`config.mk`:
```
export PLATFORM = sky130hd
export DESIGN_NAME = pes_sequencer
export DESIGN_NICKNAME = d
export VERILOG_FILES = /design/src/pes_pkg.sv /design/src/pes_sequencer.sv
export SDC_FILE = /design/constraint.sdc
export NUM_CORES = 1
export LEC_CHECK = 0
export BUFFER_PORTS_ARGS = -buffer_cell sky130_fd_sc_hd__buf_4
export CORE_MARGIN = 2
export CORE_UTILIZATION = 28
export DETAILED_ROUTE_END_ITERATION = 6
export PLACE_DENSITY = 0.51
export SLEW_MARGIN = 0
export SYNTH_ARGS = -nofsm -noshare
export SYNTH_HDL_FRONTEND = slang
export SYNTH_SLANG_ARGS = --single-unit
```
`constraint.sdc`:
```
create_clock -name clk -period 3.8 [get_ports clk]
set_clock_uncertainty 0.05 [all_clocks]
set_input_delay 0.76 -clock clk [delete_from_list [all_inputs] [get_ports clk]]
set_output_delay 0.76 -clock clk [all_outputs]
set_load 0.02 [all_outputs]
```
`src/pes_pkg.sv`:
```
// shared constants and types of the exception sequencer
package pes_pkg;
   // register map, byte addresses
   localparam logic [7:0] REG_VBASE = 8'h00;
   localparam logic [7:0] REG_MSP   = 8'h04;
   localparam logic [7:0] REG_ISP   = 8'h08;
   localparam logic [7:0] REG_SR    = 8'h0C;
   localparam logic [7:0] REG_STAT  = 8'h10;
   localparam logic [7:0] REG_MASK  = 8'h14;
   localparam logic [7:0] REG_NEWPC = 8'h18;
   localparam logic [7:0] REG_VEC   = 8'h1C;
   // status register fields and reset value
   localparam int          SR_T1    = 15;
   localparam int          SR_T0    = 14;
   localparam int          SR_S     = 13;
   localparam int          SR_M     = 12;
   localparam int          SR_IPM   = 8;
   localparam logic [15:0] SR_RST   = 16'h2700;
   localparam logic [2:0]  IPM_MAX  = 3'h7;
   // interrupt status bits
   localparam int          ST_DONE  = 0;
   localparam int          ST_BERR  = 1;
   localparam int          ST_INT   = 2;
   localparam int          ST_RST   = 3;
   localparam int          ST_W     = 4;
   // pending request bits, highest priority first
   localparam int          P_RST    = 0;
   localparam int          P_BERR   = 1;
   localparam int          P_ODD    = 2;
   localparam int          P_TRC    = 3;
   localparam int          P_ILL    = 4;
   localparam int          P_PRV    = 5;
   localparam int          P_INS    = 6;
   localparam int          P_CP     = 7;
   localparam int          P_W      = 8;
   // internally generated vector numbers
   localparam logic [7:0]  VEC_RESET   = 8'h01;
   localparam logic [7:0]  VEC_BUSERR  = 8'h02;
   localparam logic [7:0]  VEC_ADDRERR = 8'h03;
   localparam logic [7:0]  VEC_ILLEGAL = 8'h04;
   localparam logic [7:0]  VEC_ZERODIV = 8'h05;
   localparam logic [7:0]  VEC_BOUNDS  = 8'h06;
   localparam logic [7:0]  VEC_CTRAP   = 8'h07;
   localparam logic [7:0]  VEC_PRIV    = 8'h08;
   localparam logic [7:0]  VEC_TRACE   = 8'h09;
   localparam logic [7:0]  VEC_SWBASE  = 8'h20;
   // vector offset and stack frames
   localparam int          VEC_SHIFT   = 2;
   localparam logic [31:0] LONG_BYTES  = 32'h0000_0004;
   localparam logic [3:0]  FMT_SHORT   = 4'h0;
   localparam logic [3:0]  FMT_THROW   = 4'h1;
   localparam logic [3:0]  FMT_FAULT   = 4'hA;
   localparam logic [1:0]  IDX_SHORT   = 2'h1;
   localparam logic [1:0]  IDX_FAULT   = 2'h3;

   typedef enum logic [5:0] {
      S_IDLE = 6'h01,
      S_CAPT = 6'h02,
      S_IACK = 6'h04,
      S_PUSH = 6'h08,
      S_VEC  = 6'h10,
      S_DONE = 6'h20
   } pes_state_e;

   typedef enum logic [2:0] {
      IK_TRAP   = 3'h0,
      IK_CTRAP  = 3'h1,
      IK_OVTRAP = 3'h2,
      IK_CPTRAP = 3'h3,
      IK_BND    = 3'h4,
      IK_BND2   = 3'h5,
      IK_DIV    = 3'h6
   } pes_ikind_e;

   typedef struct packed {
      logic       valid;
      pes_ikind_e kind;
      logic       cond;
      logic [3:0] trapNum;
   } pes_instr_s;

   typedef struct packed {
      logic        req;
      logic        wr;
      logic        iack;
      logic [31:0] addr;
      logic [31:0] wdata;
   } pes_mem_s;
endpackage

```
`src/pes_sequencer.sv`:
```
// exception sequencer: request latching, status update, frame, vector
//
// Added by the designer: the register addresses and strobed register access.
`timescale 1ns/10ps
// Function
// - latch interrupts, bus error, reset requests (interrupts are not latched here; ipl is sampled live while idle)
// - trapping instructions raise exceptions when conditioned
// - illegal, odd fetch, privilege raise exceptions
// - trace ranks as very high interrupt
// - snapshot status before changing it
// - set supervisor flag
// - clear both trace mode bits
// - reset and interrupt update priority mask
// - interrupt vector from acknowledge read
// - coprocessor supplies its vector number
// - other vectors come from internal logic
// - push frame sized by exception type
// - master stack used when select set
// - interrupt under master: clear, throwaway frame
// - reset clears select, no frame
// - vector offset is number times four (fetch address only; the frame offset field holds vec_r[5:0] times 64)
// - vector address adds table base
// - load new program counter from vector
module pes_sequencer
   import pes_pkg::*;
(
   // clock and reset
   input  wire logic        clk,
   input  wire logic        nrst,
   // register port
   input  wire logic [7:0]  regAddr,
   input  wire logic [31:0] regWdata,
   input  wire logic        regWr,
   input  wire logic        regRd,
   output logic      [31:0] regRdata,
   // exception sources
   input  wire logic        rstExc,
   input  wire logic        busErr,
   input  wire logic [31:0] faultAddr,
   input  wire logic        oddFetch,
   input  wire logic        traceReq,
   input  wire logic        illegalOp,
   input  wire logic        privViol,
   input  wire logic [2:0]  ipl,
   input  pes_instr_s       instrExc,
   input  wire logic        cpExc,
   input  wire logic [7:0]  cpVec,
   input  wire logic [31:0] curPc,
   // memory cycles
   output pes_mem_s         memQ,
   input  wire logic        memAck,
   input  wire logic [31:0] memRdata,
   // core side
   output logic      [15:0] srOut,
   output logic             pcLoad,
   output logic      [31:0] newPc,
   output logic             busy,
   output logic             irq
);
   pes_state_e        st_r;
   pes_mem_s          memQ_r;
   logic [P_W-1:0]    pend_r;
   logic [P_W-1:0]    pendSet;
   logic [P_W-1:0]    pendClr;
   logic [15:0]       sr_r;
   logic [15:0]       srCopy_r;
   logic [31:0]       vbase_r;
   logic [31:0]       msp_r;
   logic [31:0]       isp_r;
   logic [31:0]       pcSave_r;
   logic [31:0]       fault_r;
   logic [31:0]       newPc_r;
   logic [31:0]       rdata_r;
   logic [31:0]       spSel;
   logic [31:0]       frameWord;
   logic [7:0]        vec_r;
   logic [7:0]        insVec_r;
   logic [7:0]        cpVec_r;
   logic [7:0]        selVec;
   logic [2:0]        lvl_r;
   logic [1:0]        idx_r;
   logic [ST_W-1:0]   stat_r;
   logic [ST_W-1:0]   mask_r;
   logic [ST_W-1:0]   evt;
   logic              kRst_r;
   logic              kInt_r;
   logic              longFr_r;
   logic              throw_r;
   logic              onMsp_r;
   logic              intOk;
   logic              take;
   logic              selInt;
   logic              selLong;
   logic              insRaise;
   logic              ack;
   logic              lastLong;
   logic              pushing;

   // internal vector of a trapping instruction
   function automatic logic [7:0] instrVec(pes_ikind_e k, logic [3:0] n);
      logic [7:0] v;
      v = VEC_CTRAP;
      unique case (k)
         IK_TRAP:        v = VEC_SWBASE + {4'h0, n};
         IK_BND, IK_BND2: v = VEC_BOUNDS;
         IK_DIV:         v = VEC_ZERODIV;
         default:        v = VEC_CTRAP;
      endcase
      return v;
   endfunction

   assign ack      = memQ_r.req && memAck;
   assign lastLong = (idx_r == 2'h0);
   assign pushing  = (st_r == S_PUSH) && ack;

   // unconditional vector call or condition met
   assign insRaise = instrExc.valid &&
                     (instrExc.kind == IK_TRAP || instrExc.cond);

   always_comb begin
      pendSet         = '0;
      pendSet[P_RST]  = rstExc;
      pendSet[P_BERR] = busErr;
      pendSet[P_ODD]  = oddFetch;
      pendSet[P_ILL]  = illegalOp;
      pendSet[P_PRV]  = privViol;
      pendSet[P_TRC]  = traceReq;
      pendSet[P_INS]  = insRaise;
      pendSet[P_CP]   = cpExc;
   end

   // interrupt accepted above mask, top level always
   assign intOk = (ipl > sr_r[SR_IPM +: 3]) || (ipl == IPM_MAX);

   // trace ahead of interrupts, fixed priority scan
   always_comb begin
      pendClr = '0;
      selVec  = VEC_RESET;
      selInt  = 1'b0;
      selLong = 1'b0;
      take    = 1'b1;
      if (pend_r[P_RST]) begin
         pendClr[P_RST] = 1'b1;
      end else if (pend_r[P_BERR]) begin
         pendClr[P_BERR] = 1'b1;
         selVec  = VEC_BUSERR;
         selLong = 1'b1;
      end else if (pend_r[P_ODD]) begin
         pendClr[P_ODD] = 1'b1;
         selVec  = VEC_ADDRERR;
         selLong = 1'b1;
      end else if (pend_r[P_TRC]) begin
         pendClr[P_TRC] = 1'b1;
         selVec  = VEC_TRACE;
      end else if (intOk) begin
         selInt = 1'b1;
      end else if (pend_r[P_ILL]) begin
         pendClr[P_ILL] = 1'b1;
         selVec  = VEC_ILLEGAL;
      end else if (pend_r[P_PRV]) begin
         pendClr[P_PRV] = 1'b1;
         selVec  = VEC_PRIV;
      end else if (pend_r[P_INS]) begin
         pendClr[P_INS] = 1'b1;
         selVec  = insVec_r;
      end else if (pend_r[P_CP]) begin
         pendClr[P_CP] = 1'b1;
         selVec  = cpVec_r;
      end else begin
         take = 1'b0;
      end
      if (st_r != S_IDLE) begin
         take    = 1'b0;
         pendClr = '0;
      end
   end

   // set wins so a request landing on its own clear survives
   always_ff @(posedge clk) begin
      if (!nrst) begin
         pend_r   <= '0;
         insVec_r <= 8'h00;
         cpVec_r  <= 8'h00;
      end else begin
         pend_r <= (pend_r & ~pendClr) | pendSet;
         if (insRaise)
            insVec_r <= instrVec(instrExc.kind, instrExc.trapNum);
         if (cpExc)
            cpVec_r <= cpVec;
      end
   end

   // sequence control
   always_ff @(posedge clk) begin
      if (!nrst) begin
         st_r     <= S_IDLE;
         kRst_r   <= 1'b0;
         kInt_r   <= 1'b0;
         longFr_r <= 1'b0;
         throw_r  <= 1'b0;
         onMsp_r  <= 1'b0;
         vec_r    <= 8'h00;
         lvl_r    <= 3'h0;
         idx_r    <= 2'h0;
         pcSave_r <= '0;
         fault_r  <= '0;
         newPc_r  <= '0;
      end else begin
         unique case (st_r)
            S_IDLE: if (take) begin
               kRst_r   <= pend_r[P_RST];
               kInt_r   <= selInt;
               longFr_r <= selLong;
               vec_r    <= selVec;
               lvl_r    <= pend_r[P_RST] ? IPM_MAX : ipl;
               pcSave_r <= curPc;
               fault_r  <= faultAddr;
               st_r     <= S_CAPT;
            end
            S_CAPT: begin
               idx_r <= longFr_r ? IDX_FAULT : IDX_SHORT;
               // task exceptions follow the select bit
               onMsp_r <= sr_r[SR_M];
               // a second frame follows on the interrupt stack
               throw_r <= kInt_r && sr_r[SR_M];
               if (kRst_r)
                  st_r <= S_VEC;
               else if (kInt_r)
                  st_r <= S_IACK;
               else
                  st_r <= S_PUSH;
            end
            S_IACK: if (ack) begin
               vec_r <= memRdata[7:0];
               st_r  <= S_PUSH;
            end
            S_PUSH: if (ack) begin
               if (!lastLong)
                  idx_r <= idx_r - 2'h1;
               else if (throw_r) begin
                  throw_r <= 1'b0;
                  onMsp_r <= 1'b0;
                  idx_r   <= IDX_SHORT;
               end else
                  st_r <= S_VEC;
            end
            S_VEC: if (ack) begin
               newPc_r <= memRdata;
               st_r    <= S_DONE;
            end
            S_DONE: st_r <= S_IDLE;
         endcase
      end
   end

   // status register and its snapshot
   always_ff @(posedge clk) begin
      if (!nrst) begin
         sr_r     <= SR_RST;
         srCopy_r <= SR_RST;
      end else if (st_r == S_CAPT) begin
         srCopy_r <= sr_r;
         sr_r[SR_S] <= 1'b1;
         sr_r[SR_T1] <= 1'b0;
         sr_r[SR_T0] <= 1'b0;
         if (kRst_r || kInt_r)
            sr_r[SR_IPM +: 3] <= lvl_r;
         if (kRst_r)
            sr_r[SR_M] <= 1'b0;
      end else if (pushing && lastLong && throw_r) begin
         // select bit off after the master frame
         sr_r[SR_M] <= 1'b0;
      end else if (regWr && regAddr == REG_SR && st_r == S_IDLE) begin
         sr_r <= regWdata[15:0];
      end
   end

   // stack pointers; software writes ignored mid-sequence
   assign spSel = onMsp_r ? msp_r : isp_r;

   always_ff @(posedge clk) begin
      if (!nrst) begin
         msp_r   <= '0;
         isp_r   <= '0;
         vbase_r <= '0;
      end else if (pushing) begin
         if (onMsp_r)
            msp_r <= msp_r - LONG_BYTES;
         else
            isp_r <= isp_r - LONG_BYTES;
      end else if (regWr && st_r == S_IDLE) begin
         if (regAddr == REG_MSP)
            msp_r <= regWdata;
         if (regAddr == REG_ISP)
            isp_r <= regWdata;
         if (regAddr == REG_VBASE)
            vbase_r <= regWdata;
      end
   end

   // frame longs, highest index pushed first
   always_comb begin
      frameWord = {pcSave_r[15:0], FMT_SHORT, vec_r, 4'h0};
      unique case (idx_r)
         2'h0: frameWord = {srCopy_r, pcSave_r[31:16]};
         // master frame points on to the interrupt stack
         2'h1: frameWord = {pcSave_r[15:0],
                            throw_r ? FMT_THROW :
                            longFr_r ? FMT_FAULT : FMT_SHORT,
                            vec_r[5:0], 6'h00};
         2'h2: frameWord = fault_r;
         2'h3: frameWord = pcSave_r;
      endcase
   end

   // one memory cycle at a time, a new one per frame long in push, dropped on acknowledge
   always_ff @(posedge clk) begin
      if (!nrst) begin
         memQ_r <= '0;
      end else if (ack) begin
         memQ_r.req <= 1'b0;
      end else if (!memQ_r.req) begin
         memQ_r.req   <= (st_r == S_IACK) || (st_r == S_PUSH) ||
                         (st_r == S_VEC);
         memQ_r.wr    <= (st_r == S_PUSH);
         memQ_r.iack  <= (st_r == S_IACK);
         memQ_r.wdata <= frameWord;
         if (st_r == S_IACK)
            memQ_r.addr <= {29'h0, lvl_r};
         else if (st_r == S_PUSH)
            memQ_r.addr <= spSel - LONG_BYTES;
         else
            memQ_r.addr <= vbase_r + (32'(vec_r) << VEC_SHIFT);
      end
   end

   // sticky events, cleared by reading the status word
   always_comb begin
      evt          = '0;
      evt[ST_DONE] = (st_r == S_DONE);
      evt[ST_BERR] = (st_r == S_CAPT) && longFr_r;
      evt[ST_INT]  = (st_r == S_CAPT) && kInt_r;
      evt[ST_RST]  = (st_r == S_CAPT) && kRst_r;
   end

   always_ff @(posedge clk) begin
      if (!nrst) begin
         stat_r <= '0;
         mask_r <= '0;
      end else begin
         stat_r <= (regRd && regAddr == REG_STAT) ? evt : (stat_r | evt);
         if (regWr && regAddr == REG_MASK)
            mask_r <= regWdata[ST_W-1:0];
      end
   end

   always_ff @(posedge clk) begin
      if (!nrst) begin
         rdata_r <= '0;
      end else if (regRd) begin
         unique case (regAddr)
            REG_VBASE: rdata_r <= vbase_r;
            REG_MSP:   rdata_r <= msp_r;
            REG_ISP:   rdata_r <= isp_r;
            REG_SR:    rdata_r <= {16'h0, sr_r};
            REG_STAT:  rdata_r <= {28'h0, stat_r};
            REG_MASK:  rdata_r <= {28'h0, mask_r};
            REG_NEWPC: rdata_r <= newPc_r;
            REG_VEC:   rdata_r <= {24'h0, vec_r};
            default:   rdata_r <= '0;
         endcase
      end else begin
         rdata_r <= '0;
      end
   end

   assign regRdata = rdata_r;
   assign memQ     = memQ_r;
   assign srOut    = sr_r;
   assign newPc    = newPc_r;
   assign pcLoad   = (st_r == S_DONE);
   assign busy     = (st_r != S_IDLE);
   assign irq      = |(stat_r & mask_r);
endmodule

```
=== After elaboration in Yosys (flattened, before gate mapping) ===
Index checks and enable logic that the tools add are counted.

* $add $sub $neg: 6
* Order comparisons: 1
* Equality and inequality tests: 34
* Mux-type cells: 92
* Bitwise gates (word level): 11
* Reductions and logical operators: 49

{| class="wikitable"
|+ Operators with widths
! cell !! number
|-
| two-way mux 32 bit || 11
|-
| one-hot mux 32 bit (8 select lines) || 1
|-
| one-hot mux 32 bit (4 select lines) || 1
|-
| two-way mux 8 bit || 12
|-
| subtractor 32 x 3 -> 32 bit, second input constant || 3
|-
| two-way mux 67 bit || 1
|-
| two-way mux 6 bit || 7
|-
| one-hot mux 6 bit (6 select lines) || 1
|-
| two-way mux 1 bit || 33
|-
| adder 32 x 10 -> 32 bit || 1
|-
| == test 8 x 5 -> 1 bit, second input constant || 4
|-
| two-way mux 4 bit || 6
|-
| AND reduction 3 bit || 8
|-
| != test 2 bit, second input constant || 11
|-
| one-hot mux 7 bit (3 select lines) || 1
|-
| == test 8 x 4 -> 1 bit, second input constant || 2
|-
| one-hot mux 8 bit (2 select lines) || 1
|-
| logical AND 1 bit || 14
|-
| two-way mux 13 bit || 1
|-
| == test 3 bit, second input constant || 4
|-
| two-way mux 3 bit || 4
|-
| AND reduction 2 bit || 6
|-
| nonzero test 2 bit || 6
|-
| two-way mux 11 bit || 1
|-
| 35 further kinds || 53
|}

* Register bits after elaboration: 379
* Output and inout port bits: 150

=== Longest topological paths before layout ===
* Depth after elaboration: 13
* Depth in mapped cells: 13

=== Least setup slack after synthesis ===
No wires, ideal clock.

* Path type: register -> register
* Start point: register onMsp_r
* End point: register memQ_r (netlist bit memQ[62])
* Library setup time: 0.122 ns
* Arrival time: 3.371 ns
* Setup slack: 0.257 ns
* Stages on the path, launching flop included: 14
* Clock period less this slack: 3.543 ns
* Cells stage by stage: dfxtp_1 buf_2 buf_4 buf_2 buf_2 buf_2 clkbuf_1 mux2i_1 ha_1 o211ai_1 a2111oi_4 nand4_1 xor2_1 a221o_1

* Word-level cells in the longest chain between the ends: 4

{| class="wikitable"
|+ Ends and longest elaborated chain
! element !! line !! text
|-
| start, declared || pes_sequencer.sv:89 || <nowiki>logic onMsp_r;</nowiki>
|-
| start signal, assigned || pes_sequencer.sv:223 || <nowiki>onMsp_r <= sr_r[SR_M];</nowiki>
|-
| two-way mux 32 bit || pes_sequencer.sv:279 || <nowiki>assign spSel = onMsp_r ? msp_r : isp_r;</nowiki>
|-
| subtractor 32 x 3 -> 32 bit || pes_sequencer.sv:331 || <nowiki>memQ_r.addr <= spSel - LONG_BYTES;</nowiki>
|-
| two-way mux 32 bit || pes_sequencer.sv:330 || <nowiki>else if (st_r == S_PUSH)</nowiki>
|-
| two-way mux 32 bit || pes_sequencer.sv:328 || <nowiki>if (st_r == S_IACK)</nowiki>
|-
| end, declared || pes_sequencer.sv:61 || <nowiki>pes_mem_s memQ_r;</nowiki>
|}

Every way passes these cells.
A chain may end at the register's enable or synchronous reset.

=== Worst setup path in the final report ===
* Start point: register st_r[3]
* End point: output busy

* Word-level cells in the longest chain between the ends: 1

{| class="wikitable"
|+ Ends and longest elaborated chain
! element !! line !! text
|-
| start, declared || pes_sequencer.sv:60 || <nowiki>pes_state_e st_r;</nowiki>
|-
| start signal, assigned || pes_sequencer.sv:196 || <nowiki>st_r <= S_IDLE;</nowiki>
|-
| start signal, assigned || pes_sequencer.sv:218 || <nowiki>st_r <= S_CAPT;</nowiki>
|-
| start signal, assigned || pes_sequencer.sv:227 || <nowiki>st_r <= S_VEC;</nowiki>
|-
| != test 6 x 1 -> 1 bit || pes_sequencer.sv:382 || <nowiki>assign busy = (st_r != S_IDLE);</nowiki>
|-
| end, declared || pes_sequencer.sv:57 || <nowiki>output logic busy,</nowiki>
|}

Every way passes these cells.

==> impl_metrics.csv <==
group,metric,value,unit
cts,h-tree-depth,2,
cts,cts_hold_buf,0,
worst_setup_path,required,2.99,ns
final_layout,syn_to_final_growth,26.2,%
final_layout,multi_input_area,0.0106,sq mm
floorplan,die_h,264,um
floorplan,ios,318,
place,dp_hpwl,66.2,mm
synthesis,synth_fp_nets,2575,
cts,clockBufferDepth,3,
hold_path,hp-class,"in -> reg",
routing,drtAntennaViolNets,0,
cts,clk_pin_slew_worst_paths,0.06,ns
power_and_ir_drop,netSwitchingPower,2600,uW
synthesis,syn_area,0.0190,sq mm
synthesis,synth.most_common_cell,"nand2_1",
power_and_ir_drop,p_int,7180,uW
worst_setup_path,endpoint_kind,"primary output",
status,status,"complete, but fails checks",
cts,numCtsBuffers,45,
floorplan,start_util,0.283,
floorplan,rows,95,
power_and_ir_drop,p_leak,0.00895,uW
global_route,grt_usage,0.242,
final_layout,fin_nets,2833,
worst_setup_path,critPathArrivalTime,2.50,ns
power_and_ir_drop,power_frac_clock,0.473,
synthesis,synth-main-ff-cell,"dfxtp_1",
global_route,grt_pass1_wl,128,mm
routing,viasPerCell,5.57,
synthesis,syn_area_per_cell,7.94,sq um
timing,finalCriticalPeriod,3.31,ns
cts,clk_latency,0.62,ns
synthesis,yosys-top-cells-area,"dfxtp_1 (40%), nand2_1 (10%), a21oi_1 (8.4%)",
final_layout,final_area,0.0240,sq mm
power_and_ir_drop,switching_share,0.266,
synthesis,ys_ff_latch,376,
timing,fin_setup_tns,0,ns
synthesis,seq_area_frac_synth,0.396,
global_route,first_global_vias,19000,
global_route,grt_max_degree,81,
global_route,globalRoute.totalOverflow,0,
synthesis,synthDistinctLibCells,84,
timing,period_share,0.870,
floorplan,core,0.0672,sq mm
worst_setup_path,worstSetupPathType,"reg -> out",
final_layout,layout-drive-gt1-share,0.204,
timing,worst_slew_pin_slew,1.15,ns
worst_setup_path,setup.worst_path.start_class,"flip-flop",
timing,hold_viol,0,
routing,vias,19800,
place,dp_worst_setup_slack,0.622,ns
synthesis,synth_edf_count,0,
place,portBuffers,317,
flow_run,cap_violations,0,
routing,drt_iter0_drc,1853,
synthesis,syn_inst,2392,
place,gp_congestion,0.943,
timing,setup_viol,0,
cts,cts_sinks,376,
cts,post-cts-setup-buffers,0,
power_and_ir_drop,power.density_cell_area,408,mW/mm^2
synthesis,synth.largest_area_cell,"dfxtp_1",
synthesis,yosys_warnings,0,
floorplan,die-width,264,um
routing,drt_first_pass_iters,7,
timing,final_max_slew_viol_count,0,
power_and_ir_drop,vdd_ir_drop_max,0.351,mV
final_layout,regArea,0.00753,sq mm
status,violations,"design-rule violations",
power_and_ir_drop,power_frac_seq,0.430,
synthesis,async_flop_share,0,
global_route,antenna_found_initial,1,
timing,max_freq,303,MHz
routing,route.detailed.drc,7,
final_layout,fillers,7061,
worst_setup_path,crit_fanout,9,
synthesis,yosysTopAreaCellShare,0.396,
timing,worst_slack,0.494,ns
cts,clockRootBuffer,"clkbuf_16",
timing,rsz0062_at_grt,"false",
floorplan,dieArea,0.0699,sq mm
routing,wire_per_inst,24.6,um
cts,cts_tree,"done",
power_and_ir_drop,combPwrFrac,0.097,
synthesis,netlist_top_cells_count,"nand2_1 (531), dfxtp_1 (376), a21oi_1 (318)",
routing,wirelength,87.6,mm
cts,cts_resized,0,
place,post_dp_cell_area,0.0224,sq mm
timing,slew_headroom,0.235,
-- through the flow --
step	hold slack (ns)	utilization	power [uW]	cells
finish	0.321	0.357	9780	3559
detailed placement	0.396	0.333	5240	3476
global placement	0.389	0.333	5220	3476
CTS	0.304	0.357	9850	3558
floorplan	0.383	-	4750	2392
global route	0.328	0.357	10100	3558
-- cell families (layout without fill, tap and decap cells) --
logic type | count (synthesis) | in the layout | synth area share
AO/OA/AOI/OAI | 695 | 695 | 0.230
XOR/XNOR | 50 | 50 | 0.0231
adder cells (fa/ha/maj) | 15 | 15 | 0.0103
buffers and inverters | 210 | 503 | 0.0454
flip-flops | 376 | 376 | 0.396
multiplexers | 83 | 83 | 0.0605
other | 0 | 1 | 0
AND/OR/NAND/NOR | 963 | 963 | 0.234
-- placed cells by master, fill, tap and decap left out, types with 11 or more instances in the layout --
cell       instances
o211a_1           11
nor2_1           150
a211oi_1          13
and3_1            17
buf_4            389
clkbuf_8          13
ha_1              14
a22oi_1           52
o31ai_1           12
nor3b_1           11
xnor2_1           34
nand3_1           47
a22o_1            24
mux4_2            25
and2_1            13
inv_1             23
o221ai_1          11
dfxtp_1          372
mux2i_1           53
or3_1             16
nand2_1          531
nor4_1            22
clkbuf_16         45
o211ai_1          28
a222oi_1          24
a21oi_1          318
nor3_1            51
a31oi_1           25
xor2_1            16
o21ai_0           98
nand4_1           17
-- power groups by stage --
stage                     registers, uW  clock network, uW  logic, uW
after global placement             4290                  0        936
final                              4210               4620        949
after detailed placement           4290                  0        944
after global routing               4220               4860       1020
after floorplan                    4250                  0        496
after CTS                          4200               4700        948
-- final cells by class --
class	count	share of cell area
clock inverter	16	0.0100
antenna	1	0.000104
clock buffer	66	0.0557
tap	873	0.0456
multi-input combinational	1806	0.443
sequential	376	0.314
timing repair buffer	395	0.127
inverter	26	0.00439
-- state kept, by name, indices dropped and copies added (netlist names), 2 cells and up --
name and flops:
lvl_r 3, msp_r 32, mask_r 4, insVec_r 5, isp_r 32, stat_r 4, newPc 32, fault_r 32
idx_r 2, vbase_r 32, st_r 6, cpVec_r 8, memQ 67, pend_r 8, regRdata 32, srOut 16
srCopy_r 16, pcSave_r 32, vec_r 8
-- metal layers --
layer	GRT usage	wire, um	vias to the layer above
met5	0	0	-
met4	0.0894	3330	0
met3	0.0386	6310	150
met2	0.400	40900	895
met1	0.317	37100	9688
li1	-	-	9108
-- worst max-delay path: stages, from the launching register on --
cell and delay, ns:
dfxtp_1 0.41, or4_4 0.61, nor3_2 0.39, inv_1 0.26, buf_4 0.22
-- final timing paths --
kind,from,depth (start not counted),to,slack (ns)
setup reg to reg,onMsp_r,7,memQ[62],0.59
hold reg to reg,fault_r[20],2,fault_r[20],0.40
setup / recovery,st_r[3],4,busy,0.49
hold / removal,rstExc,3,pend_r[0],0.32
No activity file was read; power rests on OpenSTA's default activity.
